===== src/sfw_pkg.sv =====
`default_nettype none
package sfw_pkg;

  // command opcodes
  localparam logic [7:0] OP_LATCH_SET    = 8'h06;
  localparam logic [7:0] OP_LATCH_RESET  = 8'h04;
  localparam logic [7:0] OP_STATUS_READ  = 8'h05;
  localparam logic [7:0] OP_STATUS_WRITE = 8'h01;
  localparam logic [7:0] OP_MEM_READ     = 8'h03;
  localparam logic [7:0] OP_FAST_READ    = 8'h0B;
  localparam logic [7:0] OP_MEM_WRITE    = 8'h02;
  localparam logic [7:0] OP_SLEEP        = 8'hB9;
  localparam logic [7:0] OP_IDENT_READ   = 8'h9F;

  // status register layout
  localparam int SR_PROTECT_PIN_ENABLE_BIT  = 7;
  localparam int SR_BP_HI_BIT = 3;
  localparam int SR_BP_LO_BIT = 2;
  localparam int SR_WEL_BIT   = 1;

  // reset and factory values
  localparam logic [7:0] STATUS_FACTORY = 8'h00;
  localparam logic       WEL_RESET      = 1'h0;

  // address space and protected ranges
  localparam int          ADDR_W            = 15;
  localparam logic [14:0] ADDR_RESET        = 15'h0000;
  localparam logic [14:0] PROT_QUARTER_BASE = 15'h6000;
  localparam logic [14:0] PROT_HALF_BASE    = 15'h4000;

  // pin synchroniser width: cs_n, sck, si, wp_n, three restore bits
  localparam int SYNC_W = 7;

  typedef enum logic [3:0] {
    ST_IDLE, ST_OPCODE, ST_ADDR_HI, ST_ADDR_LO, ST_WDATA,
    ST_SR_DATA, ST_SR_OUT, ST_PASS, ST_IGNORE
  } sfw_state_e;

  // true when the block-protect setting covers this address
  function automatic logic is_protected(input logic [1:0] bp, input logic [14:0] addr);
    case (bp)
      2'h1:    return addr >= PROT_QUARTER_BASE;
      2'h2:    return addr >= PROT_HALF_BASE;
      2'h3:    return 1'h1;
      default: return 1'h0;
    endcase
  endfunction

endpackage
`default_nettype wire


===== src/sfw_link_if.sv =====
`timescale 1ns/100ps
`default_nettype none
interface sfw_link_if;
  logic       sel;
  logic       cs_fall;
  logic       cs_rise;
  logic       rx_valid;
  logic [7:0] rx_byte;
  logic       tx_load;
  logic [7:0] tx_byte;
  logic       tx_en;

  modport front (output sel, output cs_fall, output cs_rise, output rx_valid,
                 output rx_byte, input tx_load, input tx_byte, input tx_en);
  modport core  (input sel, input cs_fall, input cs_rise, input rx_valid,
                 input rx_byte, output tx_load, output tx_byte, output tx_en);
endinterface
`default_nettype wire


===== src/sfw_core.sv =====
// Notes on behaviour
// - first byte is the opcode; 06h sets the write latch, 04h resets it
// - 03h is memory read, 0Bh fast read, 02h memory write
// - B9h enters sleep, 9Fh reads identity; nine valid commands in all
// - unknown opcode: do nothing, ignore input until next select, output stays off
// - one opcode per select period; master deselects between operations
// - after reset the write latch is clear and its flag reads 0
// - latch-set must precede status or memory writes; writes refused while clear
// - latch flag is set only by latch-set; status write cannot set it
// - latch clears on deselect ending latch-reset, status write or memory write
// - latch-reset disables writes; a later status read shows flag 0
// - status bit 7 protect enable, bits 3..2 block protect, bit 1 latch
// - status bits 0 and 4..6 are not writable and read zero
// - block-protect bits survive power cycles in nonvolatile storage
// - protect 00 none, 01 6000h-7FFFh, 10 4000h-7FFFh, 11 whole array
// - memory writes need the latch and an unprotected address, nothing overrides
// - protect enable 0 ignores the pin; 1 with pin low blocks status writes
// - the protect pin never affects memory array writes
// - status read shifts out the current status byte
// - permitted status write updates protect enable and both block bits
// - factory status value is all zeros
// - burst write hitting protected address stops incrementing and drops data
`timescale 1ns/100ps
`default_nettype none
module sfw_core (
  // clock and reset
  input  wire logic        CLK_SYS,
  input  wire logic        RST_N,
  // serial pins
  input  wire logic        SPI_CS_N,
  input  wire logic        SPI_SCK,
  input  wire logic        SPI_SI,
  input  wire logic        WP_N,
  output logic             SPI_SO,
  output logic             SPI_SO_OE,
  // nonvolatile protect bits: {enable, block high, block low}
  input  wire logic [2:0]  NV_RESTORE,
  output logic [2:0]       NV_STORE,
  // memory array write port
  output logic             MEM_WR_STB,
  output logic [14:0]      MEM_WR_ADDR,
  output logic [7:0]       MEM_WR_DATA,
  // commands served elsewhere
  output logic             CMD_STB,
  output logic [7:0]       CMD_OP
);

  sfw_link_if link ();

  logic       wp_n_s;
  logic [2:0] nv_s;

  sfw_spi_front u_front (
    .clk       (CLK_SYS),
    .rst_n     (RST_N),
    .cs_n_pin  (SPI_CS_N),
    .sck_pin   (SPI_SCK),
    .si_pin    (SPI_SI),
    .wp_n_pin  (WP_N),
    .nv_pin    (NV_RESTORE),
    .wp_n_sync (wp_n_s),
    .nv_sync   (nv_s),
    .so        (SPI_SO),
    .so_oe     (SPI_SO_OE),
    .link      (link)
  );

  sfw_pkg::sfw_state_e state_r, state_nxt;
  logic        wel_r, wel_nxt, protect_pin_enable_r, protect_pin_enable_nxt, clr_pend_r, clr_pend_nxt;
  logic        halt_r, halt_nxt;
  logic [1:0]  bp_r, bp_nxt;
  logic [14:0] addr_r, addr_nxt, wr_addr_r, wr_addr_nxt;
  logic [7:0]  wr_data_r, wr_data_nxt, tx_byte_r, tx_byte_nxt, cmd_op_r, cmd_op_nxt;
  logic        wr_stb_r, wr_stb_nxt, cmd_stb_r, cmd_stb_nxt;
  logic        tx_load_r, tx_load_nxt, tx_en_r, tx_en_nxt;
  logic [7:0]  status_byte;
  logic        sr_locked;

  // status image; unlisted bits stay zero
  always_comb begin
    status_byte                       = 8'h00;
    status_byte[sfw_pkg::SR_PROTECT_PIN_ENABLE_BIT]  = protect_pin_enable_r;
    status_byte[sfw_pkg::SR_BP_HI_BIT] = bp_r[1];
    status_byte[sfw_pkg::SR_BP_LO_BIT] = bp_r[0];
    status_byte[sfw_pkg::SR_WEL_BIT]   = wel_r;
  end

  // the pin only guards the status register, never the array
  assign sr_locked = protect_pin_enable_r & ~wp_n_s;

  assign link.tx_load = tx_load_r;
  assign link.tx_byte = tx_byte_r;
  assign link.tx_en   = tx_en_r;
  assign NV_STORE     = {protect_pin_enable_r, bp_r};
  assign MEM_WR_STB   = wr_stb_r;
  assign MEM_WR_ADDR  = wr_addr_r;
  assign MEM_WR_DATA  = wr_data_r;
  assign CMD_STB      = cmd_stb_r;
  assign CMD_OP       = cmd_op_r;

  // command sequencer
  always_comb begin
    state_nxt    = state_r;
    wel_nxt      = wel_r;
    protect_pin_enable_nxt     = protect_pin_enable_r;
    bp_nxt       = bp_r;
    clr_pend_nxt = clr_pend_r;
    halt_nxt     = halt_r;
    addr_nxt     = addr_r;
    wr_addr_nxt  = wr_addr_r;
    wr_data_nxt  = wr_data_r;
    wr_stb_nxt   = 1'h0;
    cmd_stb_nxt  = 1'h0;
    cmd_op_nxt   = cmd_op_r;
    tx_load_nxt  = 1'h0;
    tx_byte_nxt  = tx_byte_r;
    tx_en_nxt    = tx_en_r;
    if (link.cs_rise) begin
      // deselect ends every operation and applies any pending latch clear
      if (clr_pend_r) begin
        wel_nxt = 1'h0;
      end
      clr_pend_nxt = 1'h0;
      tx_en_nxt    = 1'h0;
      state_nxt    = sfw_pkg::ST_IDLE;
    end else if (link.cs_fall) begin
      state_nxt    = sfw_pkg::ST_OPCODE;
      clr_pend_nxt = 1'h0;
      halt_nxt     = 1'h0;
      tx_en_nxt    = 1'h0;
    end else if (link.rx_valid) begin
      case (state_r)
        sfw_pkg::ST_OPCODE: begin
          // only a whole byte is decoded, so a short frame does nothing
          case (link.rx_byte)
            sfw_pkg::OP_LATCH_SET: begin
              wel_nxt   = 1'h1;
              state_nxt = sfw_pkg::ST_PASS;
            end
            sfw_pkg::OP_LATCH_RESET: begin
              clr_pend_nxt = 1'h1;
              state_nxt    = sfw_pkg::ST_PASS;
            end
            sfw_pkg::OP_STATUS_READ: begin
              tx_load_nxt = 1'h1;
              tx_byte_nxt = status_byte;
              tx_en_nxt   = 1'h1;
              state_nxt   = sfw_pkg::ST_SR_OUT;
            end
            sfw_pkg::OP_STATUS_WRITE: begin
              clr_pend_nxt = 1'h1;
              state_nxt    = sfw_pkg::ST_SR_DATA;
            end
            sfw_pkg::OP_MEM_WRITE: begin
              clr_pend_nxt = 1'h1;
              state_nxt    = sfw_pkg::ST_ADDR_HI;
            end
            sfw_pkg::OP_MEM_READ, sfw_pkg::OP_FAST_READ,
            sfw_pkg::OP_SLEEP, sfw_pkg::OP_IDENT_READ: begin
              cmd_stb_nxt = 1'h1;
              cmd_op_nxt  = link.rx_byte;
              state_nxt   = sfw_pkg::ST_PASS;
            end
            default: begin
              state_nxt = sfw_pkg::ST_IGNORE;
            end
          endcase
        end
        sfw_pkg::ST_ADDR_HI: begin
          // top address bit is a don't-care
          addr_nxt  = {link.rx_byte[6:0], addr_r[7:0]};
          state_nxt = sfw_pkg::ST_ADDR_LO;
        end
        sfw_pkg::ST_ADDR_LO: begin
          addr_nxt  = {addr_r[14:8], link.rx_byte};
          state_nxt = sfw_pkg::ST_WDATA;
        end
        sfw_pkg::ST_WDATA: begin
          if (halt_r || sfw_pkg::is_protected(bp_r, addr_r)) begin
            halt_nxt = 1'h1;
          end else if (wel_r) begin
            wr_stb_nxt  = 1'h1;
            wr_addr_nxt = addr_r;
            wr_data_nxt = link.rx_byte;
            addr_nxt    = addr_r + 15'h0001;
          end
        end
        sfw_pkg::ST_SR_DATA: begin
          // latch and fixed-zero positions in the data byte are dropped
          if (wel_r && !sr_locked) begin
            protect_pin_enable_nxt = link.rx_byte[sfw_pkg::SR_PROTECT_PIN_ENABLE_BIT];
            bp_nxt   = {link.rx_byte[sfw_pkg::SR_BP_HI_BIT], link.rx_byte[sfw_pkg::SR_BP_LO_BIT]};
          end
          state_nxt = sfw_pkg::ST_PASS;
        end
        sfw_pkg::ST_SR_OUT: begin
          tx_load_nxt = 1'h1;
          tx_byte_nxt = status_byte;
        end
        default: begin
          state_nxt = state_r;
        end
      endcase
    end
  end

  // restore bits are reloaded while reset is held; latch always starts clear
  always_ff @(posedge CLK_SYS) begin
    if (!RST_N) begin
      state_r    <= sfw_pkg::ST_IDLE;
      wel_r      <= sfw_pkg::WEL_RESET;
      protect_pin_enable_r     <= nv_s[2];
      bp_r       <= nv_s[1:0];
      clr_pend_r <= 1'h0;
      halt_r     <= 1'h0;
      addr_r     <= sfw_pkg::ADDR_RESET;
      wr_addr_r  <= sfw_pkg::ADDR_RESET;
      wr_data_r  <= 8'h00;
      wr_stb_r   <= 1'h0;
      cmd_stb_r  <= 1'h0;
      cmd_op_r   <= 8'h00;
      tx_load_r  <= 1'h0;
      tx_byte_r  <= sfw_pkg::STATUS_FACTORY;
      tx_en_r    <= 1'h0;
    end else begin
      state_r    <= state_nxt;
      wel_r      <= wel_nxt;
      protect_pin_enable_r     <= protect_pin_enable_nxt;
      bp_r       <= bp_nxt;
      clr_pend_r <= clr_pend_nxt;
      halt_r     <= halt_nxt;
      addr_r     <= addr_nxt;
      wr_addr_r  <= wr_addr_nxt;
      wr_data_r  <= wr_data_nxt;
      wr_stb_r   <= wr_stb_nxt;
      cmd_stb_r  <= cmd_stb_nxt;
      cmd_op_r   <= cmd_op_nxt;
      tx_load_r  <= tx_load_nxt;
      tx_byte_r  <= tx_byte_nxt;
      tx_en_r    <= tx_en_nxt;
    end
  end
endmodule
`default_nettype wire


===== src/sfw_spi_front.sv =====
`timescale 1ns/100ps
`default_nettype none
module sfw_spi_front (
  // clock and reset
  input  wire logic        clk,
  input  wire logic        rst_n,
  // raw pins
  input  wire logic        cs_n_pin,
  input  wire logic        sck_pin,
  input  wire logic        si_pin,
  input  wire logic        wp_n_pin,
  input  wire logic [2:0]  nv_pin,
  // synchronised levels and serial output
  output logic             wp_n_sync,
  output logic [2:0]       nv_sync,
  output logic             so,
  output logic             so_oe,
  // byte link to the command core
  sfw_link_if.front        link
);

  logic [sfw_pkg::SYNC_W-1:0] meta_r;
  logic [sfw_pkg::SYNC_W-1:0] sync_r;
  logic       sck_d_r, cs_d_r;
  logic [7:0] rx_sh_r, rx_sh_nxt, rx_byte_r, rx_byte_nxt, tx_sh_r, tx_sh_nxt;
  logic [2:0] bit_cnt_r, bit_cnt_nxt;
  logic       rx_valid_r, rx_valid_nxt, so_r, so_nxt, so_oe_r, so_oe_nxt;
  logic       cs_n_s, sck_s, si_s, sck_rise, sck_fall;

  // two-stage synchroniser; no reset so restore bits flow through during reset
  always_ff @(posedge clk) begin
    meta_r <= {nv_pin, wp_n_pin, si_pin, sck_pin, cs_n_pin};
    sync_r <= meta_r;
  end

  assign cs_n_s    = sync_r[0];
  assign sck_s     = sync_r[1];
  assign si_s      = sync_r[2];
  assign wp_n_sync = sync_r[3];
  assign nv_sync   = sync_r[6:4];
  assign sck_rise  = sck_s & ~sck_d_r;
  assign sck_fall  = ~sck_s & sck_d_r;

  // framing strobes from the synchronised select
  assign link.sel     = ~cs_n_s;
  assign link.cs_fall = ~cs_n_s & cs_d_r;
  assign link.cs_rise = cs_n_s & ~cs_d_r;
  assign link.rx_valid = rx_valid_r;
  assign link.rx_byte  = rx_byte_r;
  assign so    = so_r;
  assign so_oe = so_oe_r;

  // shift in on rising sck, shift out on falling sck, mode 0 and mode 3 alike
  always_comb begin
    rx_sh_nxt    = rx_sh_r;
    rx_byte_nxt  = rx_byte_r;
    bit_cnt_nxt  = bit_cnt_r;
    rx_valid_nxt = 1'h0;
    tx_sh_nxt    = tx_sh_r;
    so_nxt       = so_r;
    if (link.cs_fall) begin
      bit_cnt_nxt = 3'h0;
    end else if (link.sel && sck_rise) begin
      rx_sh_nxt   = {rx_sh_r[6:0], si_s};
      bit_cnt_nxt = bit_cnt_r + 3'h1;
      if (bit_cnt_r == 3'h7) begin
        rx_valid_nxt = 1'h1;
        rx_byte_nxt  = {rx_sh_r[6:0], si_s};
      end
    end
    // a load always lands between the last rising edge and the next falling one
    if (link.tx_load) begin
      tx_sh_nxt = link.tx_byte;
    end else if (link.sel && link.tx_en && sck_fall) begin
      so_nxt    = tx_sh_r[7];
      tx_sh_nxt = {tx_sh_r[6:0], 1'h0};
    end
    if (!link.sel) begin
      so_nxt = 1'h0;
    end
    so_oe_nxt = link.sel & link.tx_en;
  end

  always_ff @(posedge clk) begin
    if (!rst_n) begin
      sck_d_r    <= 1'h0;
      cs_d_r     <= 1'h1;
      rx_sh_r    <= 8'h00;
      rx_byte_r  <= 8'h00;
      bit_cnt_r  <= 3'h0;
      rx_valid_r <= 1'h0;
      tx_sh_r    <= 8'h00;
      so_r       <= 1'h0;
      so_oe_r    <= 1'h0;
    end else begin
      sck_d_r    <= sck_s;
      cs_d_r     <= cs_n_s;
      rx_sh_r    <= rx_sh_nxt;
      rx_byte_r  <= rx_byte_nxt;
      bit_cnt_r  <= bit_cnt_nxt;
      rx_valid_r <= rx_valid_nxt;
      tx_sh_r    <= tx_sh_nxt;
      so_r       <= so_nxt;
      so_oe_r    <= so_oe_nxt;
    end
  end

endmodule
`default_nettype wire


===== config.mk =====
export PLATFORM = sky130hd
export DESIGN_NAME = sfw_core
export DESIGN_NICKNAME = d
export VERILOG_FILES = /design/src/sfw_pkg.sv /design/src/sfw_link_if.sv /design/src/sfw_core.sv /design/src/sfw_spi_front.sv
export SDC_FILE = /design/constraint.sdc
export NUM_CORES = 1
export LEC_CHECK = 0
export BUFFER_PORTS_ARGS = -buffer_cell sky130_fd_sc_hd__buf_2
export CORE_ASPECT_RATIO = 0.5
export CORE_MARGIN = 1
export CORE_UTILIZATION = 40
export CTS_CLUSTER_DIAMETER = 40
export DETAILED_ROUTE_END_ITERATION = 8
export PLACE_DENSITY = 0.56
export SKIP_CTS_REPAIR_TIMING = 1
export SLEW_MARGIN = 20
export SYNTH_ARGS = -nofsm -noshare
export SYNTH_HDL_FRONTEND = slang
export SYNTH_SLANG_ARGS = --single-unit

===== constraint.sdc =====
create_clock -name CLK_SYS -period 2.2 [get_ports CLK_SYS]
set_input_delay 0.33 -clock CLK_SYS [delete_from_list [all_inputs] [get_ports CLK_SYS]]
set_output_delay 0.33 -clock CLK_SYS [all_outputs]
set_load 0.01 [all_outputs]

# Word-level counts from Yosys, hierarchy flattened
# Cells that the tools add are included.
# Widths: inputs -> output; s select.
# classes
addsub,2
multipliers,0
div,0
order_cmp,2
eq_ne,29
n_shift,0
mux,43
bitwise,22
n_reduce_logical,44
# ops
op,n
$pmux 15 s3,1
$pmux 4 s4,2
$ge 15x15->1 const B,2
$mux 15,2
$mux 1,26
$eq 8x3->1 const B,3
$mux 8,3
$reduce_and 5->1,4
$reduce_bool 2->1,10
$eq 8x2->1 const B,2
$eq 8x8->1 const B,2
$not 1->1,16
$pmux 8 s2,1
$add 15x1->15 const B,1
$reduce_and 7->1,2
$eq 4x3->1 const B,3
$mux 2,6
$reduce_or 6->1,2
$ne 2x1->1 const B,5
$ne 2x2->1 const B,5
$reduce_and 3->1,3
$reduce_or 3->1,3
$eq 4x2->1 const B,2
$eq 8x1->1 const B,1
other kinds (20),35
# totals
register_bits,113
latchBits,0
mem_bits_rw,0
mem_bits_ro,0
input_bits,9
wordCells,170
memories,0

# Longest topological paths before layout
# depth
ltp_word,11
depth_mapped,8
depth_no_buf,7

# Hierarchy
# A second synthesis with hierarchy kept.
# hier_totals
cells_unflattened,525
hier_area_um2,4685.7
# modules_own_cells
module,instances,cells_per_inst,area_per_inst_um2,seq_area_each_um2
sfw_core,1,371,3113.0,1311.3
sfw_spi_front,1,154,1572.8,900.9

# Least setup slack after synthesis
# Ideal clock, no wire load.
# synth_timing
path_kind,register to register
startpoint,register u_front.sync_r[0] (netlist name)
endpoint,register addr_r[7]
setup_time_ns,0.116
t_arrival_ns,2.005
setup_slack_ns,0.079
stages_incl_launch_ff,7
synth_period_minus_slack_ns,2.121
cell_sequence,dfxtp_1 -> inv_1 -> ha_1 -> nor3_1 -> o21ai_0 -> or3b_2 -> o211a_1
# synth_between
elab_chain_len,4
word_cells_on_any_way,6
classes_between,bitwise (5); reduce/logical (1)
# synth_rtl
item,line_no,text
from (decl),sfw_spi_front.sv:23,logic [sfw_pkg::SYNC_W-1:0] sync_r;
from (signal assigned),sfw_spi_front.sv:33,sync_r <= meta_r;
$not 1->1,sfw_spi_front.sv:46,assign link.cs_fall = ~cs_n_s & cs_d_r;
$and 1x1->1,sfw_spi_front.sv:46,
$not 1->1 (no line),n/a,
$reduce_and 7->1 (no line) (*),n/a,
to (signal assigned),sfw_core.sv:216,addr_r <= sfw_pkg::ADDR_RESET;
to (signal assigned),sfw_core.sv:232,addr_r <= addr_nxt;
to (decl),sfw_core.sv:72,"logic [14:0] addr_r, addr_nxt, wr_addr_r, wr_addr_nxt;"
# Mark *: on every way between the ends. The rest lies on a longest branch, timed or not.
# A chain may end at the register's enable or synchronous reset.

# Final worst setup path
# layout_timing
startpoint,"register u_front.rx_byte_r[4], in the netlist u_front.link.rx_byte[4]"
endpoint,"register cmd_op_r[4], in the netlist CMD_OP[4]"
# layout_between
elab_chain_len,3
word_cells_on_any_way,6
classes_between,eq/ne (4); reduce/logical (2)
# layout_rtl
item,line_no,text
from (decl),sfw_spi_front.sv:25,"logic [7:0] rx_sh_r, rx_sh_nxt, rx_byte_r, rx_byte_nxt, tx_sh_r, tx_sh_nxt;"
from (signal assigned),sfw_spi_front.sv:99,rx_byte_r <= rx_byte_nxt;
"$eq 8x2->1, or another cell as far along",sfw_core.sv:135,case (link.rx_byte)
$reduce_or 4->1,sfw_core.sv:135,
$reduce_and 5->1 (no line),n/a,
to (signal assigned),sfw_core.sv:237,cmd_op_r <= cmd_op_nxt;
to (decl),sfw_core.sv:73,"logic [7:0] wr_data_r, wr_data_nxt, tx_byte_r, tx_byte_nxt, cmd_op_r, cmd_op_nxt;"
# Parallel ways exist; a longest one is shown, timed or not.

==> summary.md <==
| Metric | Value |
|---|---|
| Clk Latency, worst-skew pair | between 300 and 400 ps |
| Fin. max-slew vios | 0 |
| Final Cycle Share | 0.961 |
| Startpoint class of the critical path | flip-flop |
| Area of the multi-input gates | 0.00203 mm2 |
| Reg area | approximately 0.0022 mm2 |
| Synthesized area | 0.00444 mm2 |
| Max Buffers Root-to-Sink | 2 |
| Mux contribution to synthesized area | 0.0341 |
| H-tree depth | 3 |
| Synthesis Warnings | 0 |
| CP required | around 2400 ps |
| Clk sinks | 108 |
| # rows | 26 |
| Post-Route WL | approximately 11000 um |
| Post-synthesis compound-gate area fraction | 0.170 |
| Clk slew on worst S/H paths | 70 ps |
| Main combinational cell family by area after synthesis | simple AND/OR/NAND/NOR gates |
| Fillers | about 1100 |
| Vias in the first global route | between 3000 and 4000 |
| Via/cell ratio | between 5 and 6 |
| Syn Area/Cell | about 8.5 um2 |
| Final nets | about 580 |
| Final GP Congestion | between 0.8 and 0.9 |
| Max Clk Rate | between 0.4 and 0.5 GHz |
| Clk root buf | clkbuf_16 |
| P_leak | 2.02 nW |
| Syn_nets | around 540 |
| Drt drc | 0 |
| CTS Buf Count | 9 |
| Die area | between 0.01 and 0.015 mm2 |
| Post-synthesis adder-cell area fraction | 0.0169 |
| Yosys reg bits | roughly 110 |
| Layout cells sized above 1 | 0.177 |
| Worst Clk Skew | around 5.2 ps |
| Antenna violations before repair | 0 |
| Seq/Total Area, Yosys | 0.493 |
| Max-Cap Viols | 0 |
| Top FF cell, synth | dfxtp_1 |
| Fin. Hold Viols | 0 |
| Ant diodes | 0 |
| Synth cell types | 61 |
| Die Wd | between 150 and 200 um |
| Post-synth EDFFs | 3 |
| RSZ-0062 raised after global routing | false |
| Post-DRT Antenna Nets | 0 |
| Die Y-Extent | between 70 and 80 um |
| GRT overflow | 0 |
| Synth async-reset ratio | 0 |
| Placed cell count | roughly 700 |
| Boundary Pins | 47 |
| Worst setup path category | flip-flop to flip-flop |
| CP arrival | around 2400 ps |
| Global-route wire length before repair | roughly 17000 um |
| Post-Synthesis Cells | 520 |
| Measured slew at the worst slew-check pin | 496 ps |
| Floorplan Core Area | approximately 0.011 mm2 |
| DR pass1 iterations | 4 |
| CTS tree | done |
| Dpl hpwl | 7390 um |
| Port-buffer cells | between 40 and 50 |
| Crit end category | flip-flop |
| Status | complete, no violations |
| Routed WL per cell | between 10 and 15 um |
| Maximum VDD drop | 302 uV |
| Synth Area in Simple Gates | 0.228 |
| Pwr dens | 702 mW/mm2 |
| Final min period | about 2100 ps |
| DR vias | roughly 3700 |
| GRT Resource Usage Total | 0.190 |
| Largest net degree at the start of global routing | 40 |
| CP Max Fanout | 13 |
| Starting Density | 0.423 |
| Hold/Removal Path Class | input pin to flip-flop |
| DR iter-0 viols | between 150 and 200 |
| Setup tns final | 0 ps |
| Max_slew headroom | 0.668 |
| Final setup viols | 0 |
| Area Growth Syn to Fin | 16.9% |
| Post-synthesis xor/xnor area fraction | 0.00788 |
| Non-Filler Instances | approximately 710 |
## metal layers
layer	share of wire	wire length [um]	vias to the layer above	track usage
li1	-	-	1913	-
met1	0.53	5620	1723	0.294
met2	0.40	4220	100	0.254
met3	0.061	643	8	0.0515
met4	0.0072	76	0	0.0480
met5	0	0	-	0
## placed cells by master (no fill, tap or decap), types with 3 or more instances in the layout
cell type,n
a221oi_1,4
nor2_1,28
ha_1,6
nand4_1,5
clkbuf_16,9
o211a_1,3
o211ai_1,3
edfxtp_1,3
inv_1,17
nor2b_1,7
mux2i_1,14
a211oi_1,3
buf_4,26
nor3_1,8
and4_1,3
and2_1,6
a31oi_1,4
nor3b_1,4
and3_1,7
a41oi_1,3
nand2_1,107
a32oi_1,3
a21oi_1,56
o21ai_1,4
o21ai_0,13
xnor2_1,4
nand3_1,20
inv_6,3
o31ai_1,3
dfxtp_1,105
buf_2,46
## critical path, stage by stage, from the launching register on
cell	delay, ps
dfxtp_1	310
or4_4	560
or3_1	410
a211o_2	460
a31o_2	270
## cell type report
| type | instances | area share |
|---|---|---|
| Tap cell | 140 | 0.0337 |
| Sequential cell | 108 | 0.422 |
| Inverter | 18 | 0.0130 |
| Clock inverter | 7 | 0.0111 |
| Clock buffer | 9 | 0.0433 |
| Multi-Input combinational cell | 357 | 0.391 |
| Timing Repair Buffer | 73 | 0.0857 |
## path summary, 6_finish.rpt
path                                   startpoint                         to  slack [ps]  depth (start not counted)
min                                 NV_RESTORE[1]  u_front.meta_r[5]$_DFF_P_          80                          1
min reg2reg             u_front.meta_r[2]$_DFF_P_  u_front.sync_r[2]$_DFF_P_         330                          0
max reg2reg  u_front.link.rx_byte[4]$_SDFFE_PN0P_     CMD_OP[4]$_SDFFE_PN0P_          90                          4
max          u_front.link.rx_byte[4]$_SDFFE_PN0P_     CMD_OP[4]$_SDFFE_PN0P_          90                          4
## per-stage QoR
step                      setup slack [ps]  instance area, um2   util  hold slack, ps  power, mW
after global placement                 127                4910  0.467             310       2.14
after detailed placement              71.5                4910  0.467             312       2.14
final                                 85.2                5200  0.495            79.2       3.65
after global routing                  23.8                5200  0.495            61.0       3.80
after floorplan                       78.8                4440      -             310       2.10
after CTS                             66.9                5190  0.494            64.6       3.70
## where the power goes
| part | internal (mW) | switching, mW | total [mW] |
|---|---|---|---|
| combinational | 0.0333 | 0.0655 | 0.0989 |
| sequential | 1.98 | 0.0130 | 2.00 |
| clock | 0.787 | 0.768 | 1.55 |
## cells in the mapped netlist (all sizes together) (7+ instances only)
library cell,instances,share of area
nor2,29,0.025
nor2b,7,0.0099
a21oi,56,0.063
and3,7,0.0099
nand3,20,0.023
nor3,8,0.0090
inv,18,0.015
dfxtp,105,0.47
clkbuf,31,0.026
and2,7,0.0099
o21ai,17,0.019
nand2,107,0.090
mux2i,14,0.032
## flip-flops by register name, summed over array words and instances, names as in the netlist, 2 cells and up
| register | count |
|---|---|
| u_front.link.rx_byte | 8 |
| link.tx_byte | 4 |
| u_front.rx_sh_r | 7 |
| addr_r | 15 |
| bp_r | 2 |
| u_front.bit_cnt_r | 3 |
| state_r | 4 |
| u_front.sync_r | 7 |
| CMD_OP | 8 |
| MEM_WR_DATA | 8 |
| MEM_WR_ADDR | 15 |
| u_front.meta_r | 7 |
| u_front.tx_sh_r | 7 |
## cells by family after synthesis
| logic type | count (synthesis) |
|---|---|
| compound gates | 119 |
| simple gates | 213 |
| buf+inv | 55 |
| xor+xnor | 4 |
| mux | 15 |
| flops | 108 |
| fa+ha+maj | 6 |
Note: power is estimated with default switching activity, not from simulation.
